### config.mk
export PLATFORM = sky130hd
export DESIGN_NAME = csd_strap_decoder
export DESIGN_NICKNAME = d
export VERILOG_FILES = /design/src/design/csd_pkg.sv /design/src/design/csd_strap_decoder.sv
export VERILOG_INCLUDE_DIRS = /design/src /design/src/design
export SDC_FILE = /design/constraint.sdc
export NUM_CORES = 1
export LEC_CHECK = 0
export ABC_CLOCK_PERIOD_IN_PS = 2100
export BUFFER_PORTS_ARGS = -buffer_cell sky130_fd_sc_hd__buf_2
export CAP_MARGIN = 15
export CORE_ASPECT_RATIO = 1.1
export CORE_MARGIN = 3
export CORE_UTILIZATION = 38
export CTS_BUF_LIST = sky130_fd_sc_hd__clkbuf_2
export DETAILED_ROUTE_END_ITERATION = 6
export GPL_TIMING_DRIVEN = 0
export MAX_ROUTING_LAYER = met4
export PLACE_DENSITY = 0.68
export RECOVER_POWER = 50
export REMOVE_ABC_BUFFERS = 1
export SYNTH_ARGS = -nofsm -noshare
export SYNTH_HDL_FRONTEND = slang
export SYNTH_SLANG_ARGS = --single-unit
### constraint.sdc
create_clock -name sys_clk -period 2.1 [get_ports sys_clk]
set_input_delay 0.105 -clock sys_clk [delete_from_list [all_inputs] [get_ports sys_clk]]
set_output_delay 0.105 -clock sys_clk [all_outputs]
set_load 0.005 [all_outputs]
### src/design/csd_consts.svh
// Purpose: Offsets, field positions and reset values of the strap decoder
// Assumes: Included by bare name from the decoder module
// Notes: Definitions only
`ifndef CSD_CONSTS_SVH
`define CSD_CONSTS_SVH

// Register byte offsets on the Avalon-MM slave
`define CSD_OFS_CTRL 4'h0
`define CSD_OFS_STATUS 4'h4
`define CSD_OFS_STRAPS 4'h8

// Control fields
`define CSD_CTRL_HOLD 0
`define CSD_CTRL_RST 1'h0

// Status fields
`define CSD_ST_EXT 0
`define CSD_ST_RANGE 1
`define CSD_ST_SWING 2
`define CSD_ST_EDGE 3
`define CSD_ST_DDR 4
`define CSD_ST_CALLONG 5
`define CSD_ST_DES 6

// Strap indices
`define CSD_STRAP_SWING 0
`define CSD_STRAP_EDGE 1
`define CSD_STRAP_CAL 2
`define CSD_STRAP_MODE 3
`define CSD_NUM_STRAPS 4

`endif

### src/design/csd_pkg.sv
// Purpose: Types of the control mode strap decoder
// Assumes: Used with package scope only, never imported
// Notes: Strap levels are one-hot codes
package csd_pkg;

  // Resolved level of one tri-level strap
  typedef enum logic [2:0] {
    CSD_LOW = 3'h1,
    CSD_HIGH = 3'h2,
    CSD_FLOAT = 3'h4
  } csd_level_t;

  // All state of the decoder
  typedef struct packed {
    logic ack;
    logic [31:0] rdata;
    logic hold;
    csd_level_t [3:0] code;
    logic ext_mode;
    logic range_870;
    logic swing_700;
    logic edge_pos;
    logic ddr_mode;
    logic cal_long;
    logic des_enable;
    logic ser_clk;
    logic ser_cs;
    logic ser_din;
    logic edge_pin_out;
    logic edge_pin_oe;
  } csd_state_t;

endpackage

### src/design/csd_strap_decoder.sv
// Purpose: Resolves tri-level straps and decodes pin or extended control mode
// Assumes: All inputs synchronous to sys_clk; each strap is sensed twice,
//   once with a weak pull-up and once with a weak pull-down applied
// Notes: Settings and serial routing are registered; Avalon-MM slave
//   answers every access one cycle after it is taken
`timescale 1ns/100ps
`include "csd_consts.svh"

// Notes on behaviour
// Floating mode strap selects extended serial mode
// Driven mode strap keeps serial inactive, pins control
// Mode strap low 650 mV, high 870 mV
// Swing strap low 0.50 V, high 0.70 V
// Edge strap low negative, high positive edge
// Floating edge strap gives DDR output clock
// Calibration strap high long, low short delay
// Floating calibration strap: short delay, dual-edge sampling
// Extended mode repurposes straps as serial pins
// Controller drives mode strap firmly for pin mode
// Straps resolved to three codes, then registered
module csd_strap_decoder #(
  parameter int NUM_STRAPS = `CSD_NUM_STRAPS
) (
  input wire logic sys_clk,
  input wire logic sys_rst,
  input wire logic clk_en,
  input wire logic [3:0] strap_pu,
  input wire logic [3:0] strap_pd,
  input wire logic ser_sdo,
  input wire logic ser_sdo_oe,
  input wire logic [3:0] avs_address,
  input wire logic avs_read,
  input wire logic avs_write,
  input wire logic [31:0] avs_writedata,
  input wire logic [3:0] avs_byteenable,
  output logic [31:0] avs_readdata,
  output logic avs_waitrequest,
  output logic extended_mode,
  output logic range_870,
  output logic swing_700,
  output logic output_edge_select,
  output logic ddr_mode,
  output logic calibration_delay_select,
  output logic des_enable,
  output logic serial_clock_in,
  output logic serial_chip_select,
  output logic serial_data_in,
  output logic serial_data_line_out,
  output logic serial_data_line_oe
);

  // The decode below is written for exactly four straps; refused at elaboration
  if (NUM_STRAPS != `CSD_NUM_STRAPS)
  begin : g_bad_straps
    $error("csd_strap_decoder serves exactly four straps");
  end

  csd_pkg::csd_state_t state;
  csd_pkg::csd_state_t next_state;
  csd_pkg::csd_level_t [3:0] level;

  // Three-code resolution
  // Pull-up sense high but pull-down sense low means nobody drives the pin
  genvar gi;
  generate
    for (gi = 0; gi < NUM_STRAPS; gi++)
    begin : g_strap
      always_comb
      begin
        if (strap_pu[gi] && strap_pd[gi])
        begin
          level[gi] = csd_pkg::CSD_HIGH;
        end
        else if (!strap_pu[gi] && !strap_pd[gi])
        begin
          level[gi] = csd_pkg::CSD_LOW;
        end
        else
        begin
          level[gi] = csd_pkg::CSD_FLOAT; // Disagreeing senses treated as open
        end
      end
    end
  endgenerate

  // Next state: bus slave, decode and pin routing
  always_comb
  begin
    logic req;
    logic ext;
    csd_pkg::csd_level_t c_mode;
    csd_pkg::csd_level_t c_swing;
    csd_pkg::csd_level_t c_edge;
    csd_pkg::csd_level_t c_cal;
    req = 1'b0;
    ext = 1'b0;
    next_state = state;
    // Codes registered first
    next_state.code = level;
    c_mode = state.code[`CSD_STRAP_MODE];
    c_swing = state.code[`CSD_STRAP_SWING];
    c_edge = state.code[`CSD_STRAP_EDGE];
    c_cal = state.code[`CSD_STRAP_CAL];

    // Floating mode strap
    ext = (c_mode == csd_pkg::CSD_FLOAT);
    next_state.ext_mode = ext;

    // Hold freezes the pin-mode settings so software can sample them stable
    if (!state.hold)
    begin
      if (ext)
      begin
        // Functions move to the serial side; pin settings rest at low codes
        next_state.range_870 = 1'b0;
        next_state.swing_700 = 1'b0;
        next_state.edge_pos = 1'b0;
        next_state.ddr_mode = 1'b0;
        next_state.cal_long = 1'b0;
        next_state.des_enable = 1'b0;
      end
      else
      begin
        // Input range select
        next_state.range_870 = (c_mode == csd_pkg::CSD_HIGH);
        // Output swing select
        // Floating swing strap is not valid; it is read as low swing
        next_state.swing_700 = (c_swing == csd_pkg::CSD_HIGH);
        // DDR overrides edge
        next_state.ddr_mode = (c_edge == csd_pkg::CSD_FLOAT);
        // Data output edge
        next_state.edge_pos = (c_edge == csd_pkg::CSD_HIGH);
        // Calibration delay select
        next_state.cal_long = (c_cal == csd_pkg::CSD_HIGH);
        // Float gives dual-edge sampling
        next_state.des_enable = (c_cal == csd_pkg::CSD_FLOAT);
      end
    end

    // Serial pin reuse
    // Serial side idle in pin mode
    next_state.ser_clk = ext & strap_pd[`CSD_STRAP_SWING];
    next_state.ser_din = ext & strap_pd[`CSD_STRAP_EDGE];
    next_state.ser_cs = ext & strap_pd[`CSD_STRAP_CAL];
    next_state.edge_pin_out = ext & ser_sdo;
    next_state.edge_pin_oe = ext & ser_sdo_oe;

    // Bus slave: one wait cycle, then a one-cycle answer
    req = (avs_read || avs_write) && !state.ack;
    next_state.ack = req;
    if (req && avs_read)
    begin
      case (avs_address)
        `CSD_OFS_CTRL:
        begin
          next_state.rdata = {31'h0, state.hold};
        end
        `CSD_OFS_STATUS:
        begin
          next_state.rdata = {25'h0, state.des_enable, state.cal_long, state.ddr_mode,
            state.edge_pos, state.swing_700, state.range_870, state.ext_mode};
        end
        `CSD_OFS_STRAPS:
        begin
          next_state.rdata = {20'h0, state.code};
        end
        default:
        begin
          next_state.rdata = 32'h0; // Unmapped reads as zero
        end
      endcase
    end
    if (req && avs_write && avs_byteenable[0] && (avs_address == `CSD_OFS_CTRL))
    begin
      next_state.hold = avs_writedata[`CSD_CTRL_HOLD];
    end
  end

  // State register; reset acts even with clock enable low, which otherwise freezes everything
  always_ff @(posedge sys_clk)
  begin
    if (sys_rst)
    begin
      state <= '0;
      state.hold <= `CSD_CTRL_RST;
      state.code <= {4{csd_pkg::CSD_LOW}};
    end
    else if (clk_en)
    begin
      state <= next_state;
    end
  end

  // Outputs straight from state flops
  assign avs_readdata = state.rdata;
  assign avs_waitrequest = ~state.ack;
  assign extended_mode = state.ext_mode;
  assign range_870 = state.range_870;
  assign swing_700 = state.swing_700;
  assign output_edge_select = state.edge_pos;
  assign ddr_mode = state.ddr_mode;
  assign calibration_delay_select = state.cal_long;
  assign des_enable = state.des_enable;
  assign serial_clock_in = state.ser_clk;
  assign serial_chip_select = state.ser_cs;
  assign serial_data_in = state.ser_din;
  assign serial_data_line_out = state.edge_pin_out;
  assign serial_data_line_oe = state.edge_pin_oe;

endmodule

# Word-level counts from Yosys, hierarchy flattened
# Cells that the tools add are included.
# Widths: inputs -> output; s select.
# op_classes
multipliers,0
bitwise_logic,7
shifts,0
order_cmp,0
mux,10
reduce_logical,27
n_div,0
n_addsub,0
n_eq_ne,9
# op_table
cell,count
$pmux 12 s3,1
$mux 3,8
$logic_and 1x1->1,13
$eq 3x2->1 const B,4
$eq 3x3->1 const B,3
$logic_not 1->1,9
$mux 6,1
$reduce_and 2->1,3
$and 1x1->1,5
$eq 4x3->1 const B,1
$eq 4x4->1 const B,1
$logic_not 4->1,1
$not 1->1,2
$logic_or 1x1->1,1
# totals
word_cells,72
romBits,0
ram_bits,0
latchBits,0
in_bits,55
reg_bits,58
out_inout_bits,45
memories,0

# Longest topological paths before layout
# Gate-level depths: netlist of the first run.
# logic_depth
ltp_word,6
mapped_depth,5
depth_no_buf,4

# Worst setup path before layout of the first run
# Ideal clock, no wire load.
# synth_path
path_type,reg-to-reg
startpoint,register state[24] in the netlist's numbering
endpoint,"register state, in the netlist swing_700"
required_time_ps,2029
setup_time_ps,71
slack_ps,957
synth_period_minus_slack_ps,1143
arrival_time_ps,1072
n_path_buf,0
path_stages_with_launch,4
cell_sequence,dfxtp_1 -> nand2b_1 -> or4_1 -> a21oi_1
# synth_between
elab_chain_cells,2
# synth_lines
element,line_no,rtl
from (decl),csd_strap_decoder.sv:58,csd_pkg::csd_state_t state;
from (signal assigned),csd_strap_decoder.sv:190,state <= next_state;
$not 1->1 (no source line),--,
$reduce_and 2->1 (no source line),--,
# No other way between the ends.
# A chain may end at the register's enable or synchronous reset.

# Worst setup path after layout of the first run
# layout_path
startpoint,register state[23] in the netlist's numbering
endpoint,"register state, in the netlist output_edge_select"
# layout_between
elab_chain_cells,2
# layout_lines
element,line_no,rtl
$eq 3x3->1,csd_strap_decoder.sv:106,ext = (c_mode == csd_pkg::CSD_FLOAT);
$mux 6,csd_strap_decoder.sv:112,if (ext)
# No other way between the ends.

==> metrics.log, run 1 <==
INFO  metric power.static_leakage = ~1 nW
INFO  metric cap_viol_max_count = 0
INFO  metric worstRegToRegCells = 3
INFO  metric layout.cells.most_common_list = dfxtp_1 (38), buf_2 (36), conb_1 (20)
INFO  metric timing.final.setup_violations = 0
INFO  metric cp.arrival = 1630 ps
INFO  metric ant_diodes = 0
INFO  metric cp-end-kind = flop
INFO  metric cts_root_buf = clkbuf_2
INFO  metric route.vias.total = 1501
INFO  metric ff_to_ff_end = output_edge_select
INFO  metric numCtsBuffers = 5
INFO  metric clock_share_of_power = 25.4%
INFO  metric power_switching = 333 uW
INFO  metric cpPeakStageDelay = between 400 and 500 ps
INFO  metric setup.worst_path.start_class = flop
INFO  metric comb_power_share = between 10% and 20%
INFO  metric fp.coreArea = between 5000 and 6000 um2
INFO  metric worstSkewPairLatency = 370 ps
INFO  metric ys.warnings.count = 0
INFO  metric synth.avg_cell_area = between 9 and 10 um2
INFO  metric path_cells = nor3b_1, nor4_1, a32o_1
INFO  metric post_route_cells_drive_above_1_share = between 10% and 20%
INFO  metric place_hpwl = ~2900 um
INFO  metric crit_fanout = 5
INFO  metric min-delay-start = strap_pd[1]
INFO  metric cts_tree = built
INFO  metric fp.dieArea = slightly above 6000 um2
INFO  metric period_needed = 1350 ps
INFO  metric switching_portion_of_total_power = 27.2%
INFO  metric initial_core_util = roughly two fifths
INFO  metric post_cts_buffers = 0
INFO  metric track_usage = between 10% and 20%
INFO  metric share_seq_of_total_power = between 60 and 70%
INFO  metric total_power = 1.22 mW
INFO  metric worst_hold_path_type = in -> reg
INFO  metric cts_htree_levels = 2
INFO  metric drc = 0
INFO  metric max_slew_margin = a little under three fifths
INFO  metric grt-ovfl-total = 0
INFO  metric finalWeightedCongestion = slightly below 0.8
INFO  metric io_buffers = 45
INFO  metric post_drt_wl_per_cell = approximately 12 um
INFO  metric tightest_slew = between 600 and 700 ps
INFO  metric die_y = about 80 um
INFO  metric grt_antenna_before_repair = 0
INFO  metric grt_setup_unrepaired = no
INFO  metric drv_slew = 0
INFO  metric die_width = about 75 um
INFO  metric syn_to_final_growth = 7.42%
INFO  metric sequential_cell_area_fraction_in_the_yosys_report = between 30% and 40%
INFO  metric routed_via_density = between 4 and 5
INFO  metric crit_type = reg -> reg
INFO  metric status = complete, no violations
INFO  metric power_report.internal_total = 891 uW
INFO  metric via_count_of_the_first_global_routing_pass = between 1k and 1.5k
INFO  metric clkTransAtPathRegs = around 170 ps
INFO  metric floorplan_row_count = 27
INFO  metric detailed_place.area = roughly 2100 um2
INFO  metric ir_drop = roughly 340 uV
INFO  metric postRouteWirelength = 3910 um
INFO  metric timing.clock.skew = roughly 13 ps
INFO  metric ys_ff_latch = 38
INFO  metric netlist_area = 2010 um2
INFO  metric num-nets-final = between 300 and 400
INFO  metric drtAntennaViolNets = 0
INFO  metric worst_hold_path.num_cells = 3
INFO  metric timing.setup.tns = 0 ps
INFO  metric fmaxAchievable = around 740 MHz
INFO  metric post_synth_inst_count = about 220
INFO  metric worst_ep_required_time = 2380 ps
INFO  metric r2r_setup_slack = approximately 750 ps
INFO  metric post_route_insts_no_fill = about 310
INFO  metric final_clock_period_utilization_by_the_worst_path = 64.2%
INFO  metric io-pin-count = 100
INFO  metric largest_net_degree_at_the_start_of_global_routing = 39
INFO  metric grt_pass1_wl = around 6000 um
INFO  metric clock_sink_count = 38
INFO  metric first_pass_iters = 5
INFO  metric synth_cell_types = 35
INFO  metric placed_cells_incl_taps = 301
INFO  metric power.density = roughly 570 nW/um2
INFO  metric final_area = approximately 2200 um2
INFO  metric layout_commonest_cell = dfxtp_1
INFO  metric critPathSlowestCell = nor3b_1
INFO  metric timing_hold_violations_final = 0
INFO  metric critical_path.reg2reg.startpoint = state[23]
INFO  metric count_of_routing_violations_after_the_opening_detailed_route_iteration = about 120
INFO  metric cts_max_path_buffers = 2
INFO  metric timing.hold.worst_endpoint = serial_data_in
INFO  metric cts-resized-gates = 0
[synth_stat cells]
cell type | n | area share [%]
a32o_1 | 4 | 2.0
nand2_1 | 15 | 2.8
nor2_1 | 14 | 2.6
o21ai_0 | 1 | 0.25
o31ai_1 | 1 | 0.37
and3b_1 | 13 | 5.7
nand3b_1 | 2 | 0.75
a222oi_1 | 1 | 0.50
dfxtp_1 | 38 | 38
nor3b_1 | 1 | 0.37
ha_1 | 8 | 5.0
nor4_2 | 1 | 0.62
a211oi_4 | 1 | 1.0
buf_4 | 33 | 12
clkbuf_1 | 4 | 0.75
and4bb_2 | 1 | 0.62
nand2b_1 | 2 | 0.62
a31o_2 | 1 | 0.44
a211o_1 | 4 | 1.7
or4_1 | 1 | 0.37
or4b_1 | 1 | 0.50
nor4_1 | 2 | 0.62
and2_1 | 1 | 0.31
conb_1 | 1 | 0.19
buf_2 | 4 | 1.0
nor2b_1 | 7 | 2.2
a22oi_1 | 5 | 1.9
nand3_1 | 5 | 1.2
o211ai_1 | 6 | 2.2
mux2i_1 | 8 | 4.0
buf_6 | 1 | 0.56
inv_1 | 15 | 2.8
nor4b_4 | 1 | 1.2
nand4_1 | 1 | 0.31
a21oi_1 | 17 | 4.2
[worst max-delay path: cells and delay by family (launching register included)]
kind            cells  cell delay [ps]
flops               1              420
simple gates        2              560
compound gates      1              290
[how the worst max path moves through the flow]
stage	start	to	cells past startpoint
6_report	state[23]	output_edge_select	3
3_5_place_dp	clk_en	swing_700	4
4_1_cts	state[23]	output_edge_select	3
5_1_grt	state[23]	ddr_mode	3
2_1_floorplan	state[24]	swing_700	3
3_3_place_gp	clk_en	range_870	4
[cell type report]
class,count,area [um2]
clock buffer,7,35.0
sequential,38,761
inverter,15,56.3
fill,522,2910
timing repair buffer,50,264
multi-input combinational,145,967
tap,58,72.6
[what timing repair did]
action	CTS	global route
hold buffers	5	0
endpoints found under the setup margin	0	0
hold endpoints to repair	5	0
[state kept, by name, indices dropped and copies added (netlist names)]
| name | cells |
|---|---|
| avs_readdata | 12 |
| calibration_delay_select | 1 |
| ddr_mode | 1 |
| des_enable | 1 |
| extended_mode | 1 |
| output_edge_select | 1 |
| range_870 | 1 |
| serial_chip_select | 1 |
| serial_clock_in | 1 |
| serial_data_in | 1 |
| serial_data_line_oe | 1 |
| serial_data_line_out | 1 |
| state | 14 |
| swing_700 | 1 |
[through the flow]
stage | setup WS (ps) | hold slack (ps) | utilization, %
2_1_floorplan | 958 | 174 | -
3_3_place_gp | 656 | 335 | 41.1
3_5_place_dp | 626 | 348 | 41.1
4_1_cts | 717 | 2.53 | 42.8
5_1_grt | 633 | 31.5 | 42.5
6_report | 751 | 19.6 | 42.5
[kinds of logic after synthesis]
family                     synth area share (%)
AOI/OAI and AO/OA                          14.7
muxes                                      3.99
buffers and inverters                      17.5
and+or+nand+nor                            20.8
other                                     0.187
adders and majority gates                  4.99
DFF                                        37.9
[per-layer routing]
layer,wire length (um),share of wire [%],GRT usage [%]
met3,253,6.5,2.42
met4,59,1.5,4.20
met1,1880,48,17.2
met5,0,0,-
met2,1710,44,20.9
[power groups by stage]
stage / combinational (mW) / clock [mW] / sequential (mW)
after global routing: 0.178 / 0.355 / 0.763
final: 0.154 / 0.311 / 0.759
after global placement: 0.143 / 0 / 0.773
after floorplan: 0.0776 / 0 / 0.768
after CTS: 0.155 / 0.321 / 0.759
after detailed placement: 0.148 / 0 / 0.773
(Power assumes the default switching activity.)
==> run 2: changes to the inputs <==
--- a/config.mk
+++ b/config.mk
@@ -6,7 +6,7 @@
 export SDC_FILE = /design/constraint.sdc
 export NUM_CORES = 1
 export LEC_CHECK = 0
-export ABC_CLOCK_PERIOD_IN_PS = 2100
+export ABC_CLOCK_PERIOD_IN_PS = 1300
 export BUFFER_PORTS_ARGS = -buffer_cell sky130_fd_sc_hd__buf_2
 export CAP_MARGIN = 15
 export CORE_ASPECT_RATIO = 1.1
==> constraint.sdc (replaced) <==
create_clock -name sys_clk -period 1.3 [get_ports sys_clk]
set_input_delay 0.065 -clock sys_clk [delete_from_list [all_inputs] [get_ports sys_clk]]
set_output_delay 0.065 -clock sys_clk [all_outputs]
set_load 0.005 [all_outputs]
==> metrics.log, run 2 (synthesis gave the netlist of run 1 again) <==
INFO  metric status = complete, no violations
INFO  metric io-pin-count = 100 (unchanged)
INFO  metric count_of_routing_violations_after_the_opening_detailed_route_iteration = 94 (-20%)
INFO  metric power.density = 896 nW/um2 (+58%)
INFO  metric clock_sink_count = 38 (unchanged)
INFO  metric worst_hold_path.num_cells = 4 (+1)
INFO  metric ant_diodes = 0 (unchanged)
INFO  metric cp-end-kind = flop
INFO  metric fp.dieArea = 6190 um2 (unchanged)
INFO  metric largest_net_degree_at_the_start_of_global_routing = 39 (unchanged)
INFO  metric grt_setup_unrepaired = yes
INFO  metric finalWeightedCongestion = 0.773 (unchanged)
INFO  metric postRouteWirelength = 3960 um (+1.3%)
INFO  metric fin_hold_ws = 77.9 ps (+58.3 ps)
INFO  metric placed_cells_incl_taps = 301 (unchanged)
INFO  metric post_route_insts_no_fill = 317 (+1.3%)
INFO  metric period_needed = 1260 ps (-92.7 ps)
INFO  metric tightest_slew = 679 ps (+15.1 ps)
INFO  metric fp.coreArea = 5070 um2 (unchanged)
INFO  metric largest_register_ff_count = 14 (unchanged)
INFO  metric setup.worst_path.start_class = flop
INFO  metric gr-usage-met1 = 17.3% (+0.074 points)
INFO  metric crit_type = reg -> reg
INFO  metric die_width = 75.3 um (unchanged)
INFO  metric cts_tree = built
INFO  metric drc = 0 (unchanged)
INFO  metric post_route_cells_drive_above_1_share = 24.3% (+5.5 points)
INFO  metric power.static_leakage = 1.05 nW (+5.7%)
INFO  metric max_slew_margin = 54.7% (-1.0 points)
INFO  metric grt_busiest_layer = met2
INFO  metric cts_max_path_buffers = 2 (unchanged)
INFO  metric floorplan_row_count = 27 (unchanged)
INFO  metric fmaxAchievable = 796 MHz (+7.4%)
INFO  metric first_pass_iters = 4 (-1)
INFO  metric io_buffers = 45 (unchanged)
INFO  metric grt-ovfl-total = 0 (unchanged)
INFO  metric place_hpwl = 2870 um (unchanged)
INFO  metric cts_htree_levels = 2 (unchanged)
INFO  metric timing.final.setup_violations = 0 (unchanged)
INFO  metric globalRouteMet3Util = 2.42% (unchanged)
INFO  metric worst_hold_path_type = in -> reg
INFO  metric met2_usage = 21.5% (+0.60 points)
INFO  metric final_clock_period_utilization_by_the_worst_path = 96.6% (+32 points)
INFO  metric worstRegToRegCells = 3 (unchanged)
INFO  metric worst_ep_required_time = 1600 ps (-780 ps)
INFO  metric numCtsBuffers = 5 (unchanged)
INFO  metric track_usage = 13.5% (+0.20 points)
INFO  metric routed_via_density = 4.78 (-0.28%)
INFO  metric ir_drop = 547 uV (+62%)
INFO  metric num-nets-final = 322 (+1.3%)
INFO  metric route.vias.total = 1516 (+1.0%)
INFO  metric crit_fanout = 5 (unchanged)
INFO  metric largest-register = state
INFO  metric cap_viol_max_count = 0 (unchanged)
INFO  metric total_power = 1.99 mW (+63%)
INFO  metric layout_commonest_cell = buf_2
INFO  metric post_drt_wl_per_cell = 12.5 um (about the same)
INFO  metric worstSkewPairLatency = 370 ps (about the same)
INFO  metric cp.arrival = 1560 ps (-70 ps)
INFO  metric cts_root_buf = clkbuf_2
INFO  metric drv_slew = 0 (unchanged)
INFO  metric timing_hold_violations_final = 0 (unchanged)
INFO  metric grt_pass1_wl = 6260 um (+1.6%)
INFO  metric layout.cells.most_common_list = buf_2 (45), dfxtp_1 (36), conb_1 (20)
INFO  metric die_y = 82.2 um (unchanged)
INFO  metric clkTransAtPathRegs = 170 ps (about the same)
INFO  metric drtAntennaViolNets = 0 (unchanged)
INFO  metric grt_antenna_before_repair = 0 (unchanged)
INFO  metric syn_to_final_growth = 10.7%
INFO  metric timing.clock.skew = 10.6 ps (-2.26 ps)
INFO  metric via_count_of_the_first_global_routing_pass = 1330 (+2.2%)
INFO  metric initial_core_util = 39.6% (unchanged)
## run 2: cell count changes in the layout (fill, tap and decap cells not counted)
cell | previous run | this run
buf_2 | 36 | 45
clkbuf_1 | 9 | 0
dlygate4sd3_1 | 5 | 8
dfxtp_1 | 38 | 36
dfxtp_2 | 0 | 2
and3b_1 | 13 | 12
and3b_2 | 0 | 1
buf_4 | 0 | 1
nand2b_1 | 2 | 1
nand2b_4 | 0 | 1
nor3b_1 | 1 | 0
nor3b_2 | 0 | 1
## run 2: repair_timing
item | 4_1_cts | 5_1_grt
endpoints found under the hold margin | 7 | 0
gates resized for setup | 1 | 5
gates cloned | 0 | 0
endpoints found under the setup margin | 4 | 14
buffers inserted | 0 | 1
hold buffers | 8 | 0
## run 2: path summary, 6_finish.rpt
check / startpoint / to / slack (ps)
max: state[23] / swing_700 / 40
min: strap_pd[3] / state[22] / 80
max reg2reg: state[23] / swing_700 / 40
min reg2reg: avs_readdata[7] / avs_readdata[7] / 460
## run 2: area by class of cell
| class | count | area, um2 |
|---|---|---|
| Inverter | 15 | 56.3 |
| Fill cell | 510 | 2850 |
| Clock buffer | 7 | 35.0 |
| Sequential cell | 38 | 763 |
| Multi-Input combinational cell | 145 | 981 |
| Timing Repair Buffer | 54 | 313 |
| Tap cell | 58 | 72.6 |
## run 2: critical path: stages (launching register included)
cell and delay, ps:
dfxtp_2 370, nor3b_2 170, or4_1 500, a21oi_1 150
## run 2: per-stage QoR
step | TNS (ps) | util [%] | area (um2) | setup WS (ps)
6_report | 0 | 43.8 | 2220 | 43.6
5_1_grt | -19.8 | 43.8 | 2220 | -19.8
4_1_cts | 0 | 43.5 | 2200 | 23.8
3_5_place_dp | -1160 | 41.1 | 2080 | -134
3_3_place_gp | -686 | 41.1 | 2080 | -104
2_1_floorplan | 0 | - | 1780 | 158
## run 2: power breakdown
part / internal (mW) / switching [mW]
sequential: 1.20 / 0.0291
clock: 0.140 / 0.361
combinational: 0.113 / 0.150
total: 1.45 / 0.539
## run 2: routing by layer
metal,up-vias,share of wire [%]
met5,-,0
met4,0,1.5
met3,5,5.6
met2,53,45
met1,679,47
li1,779,-
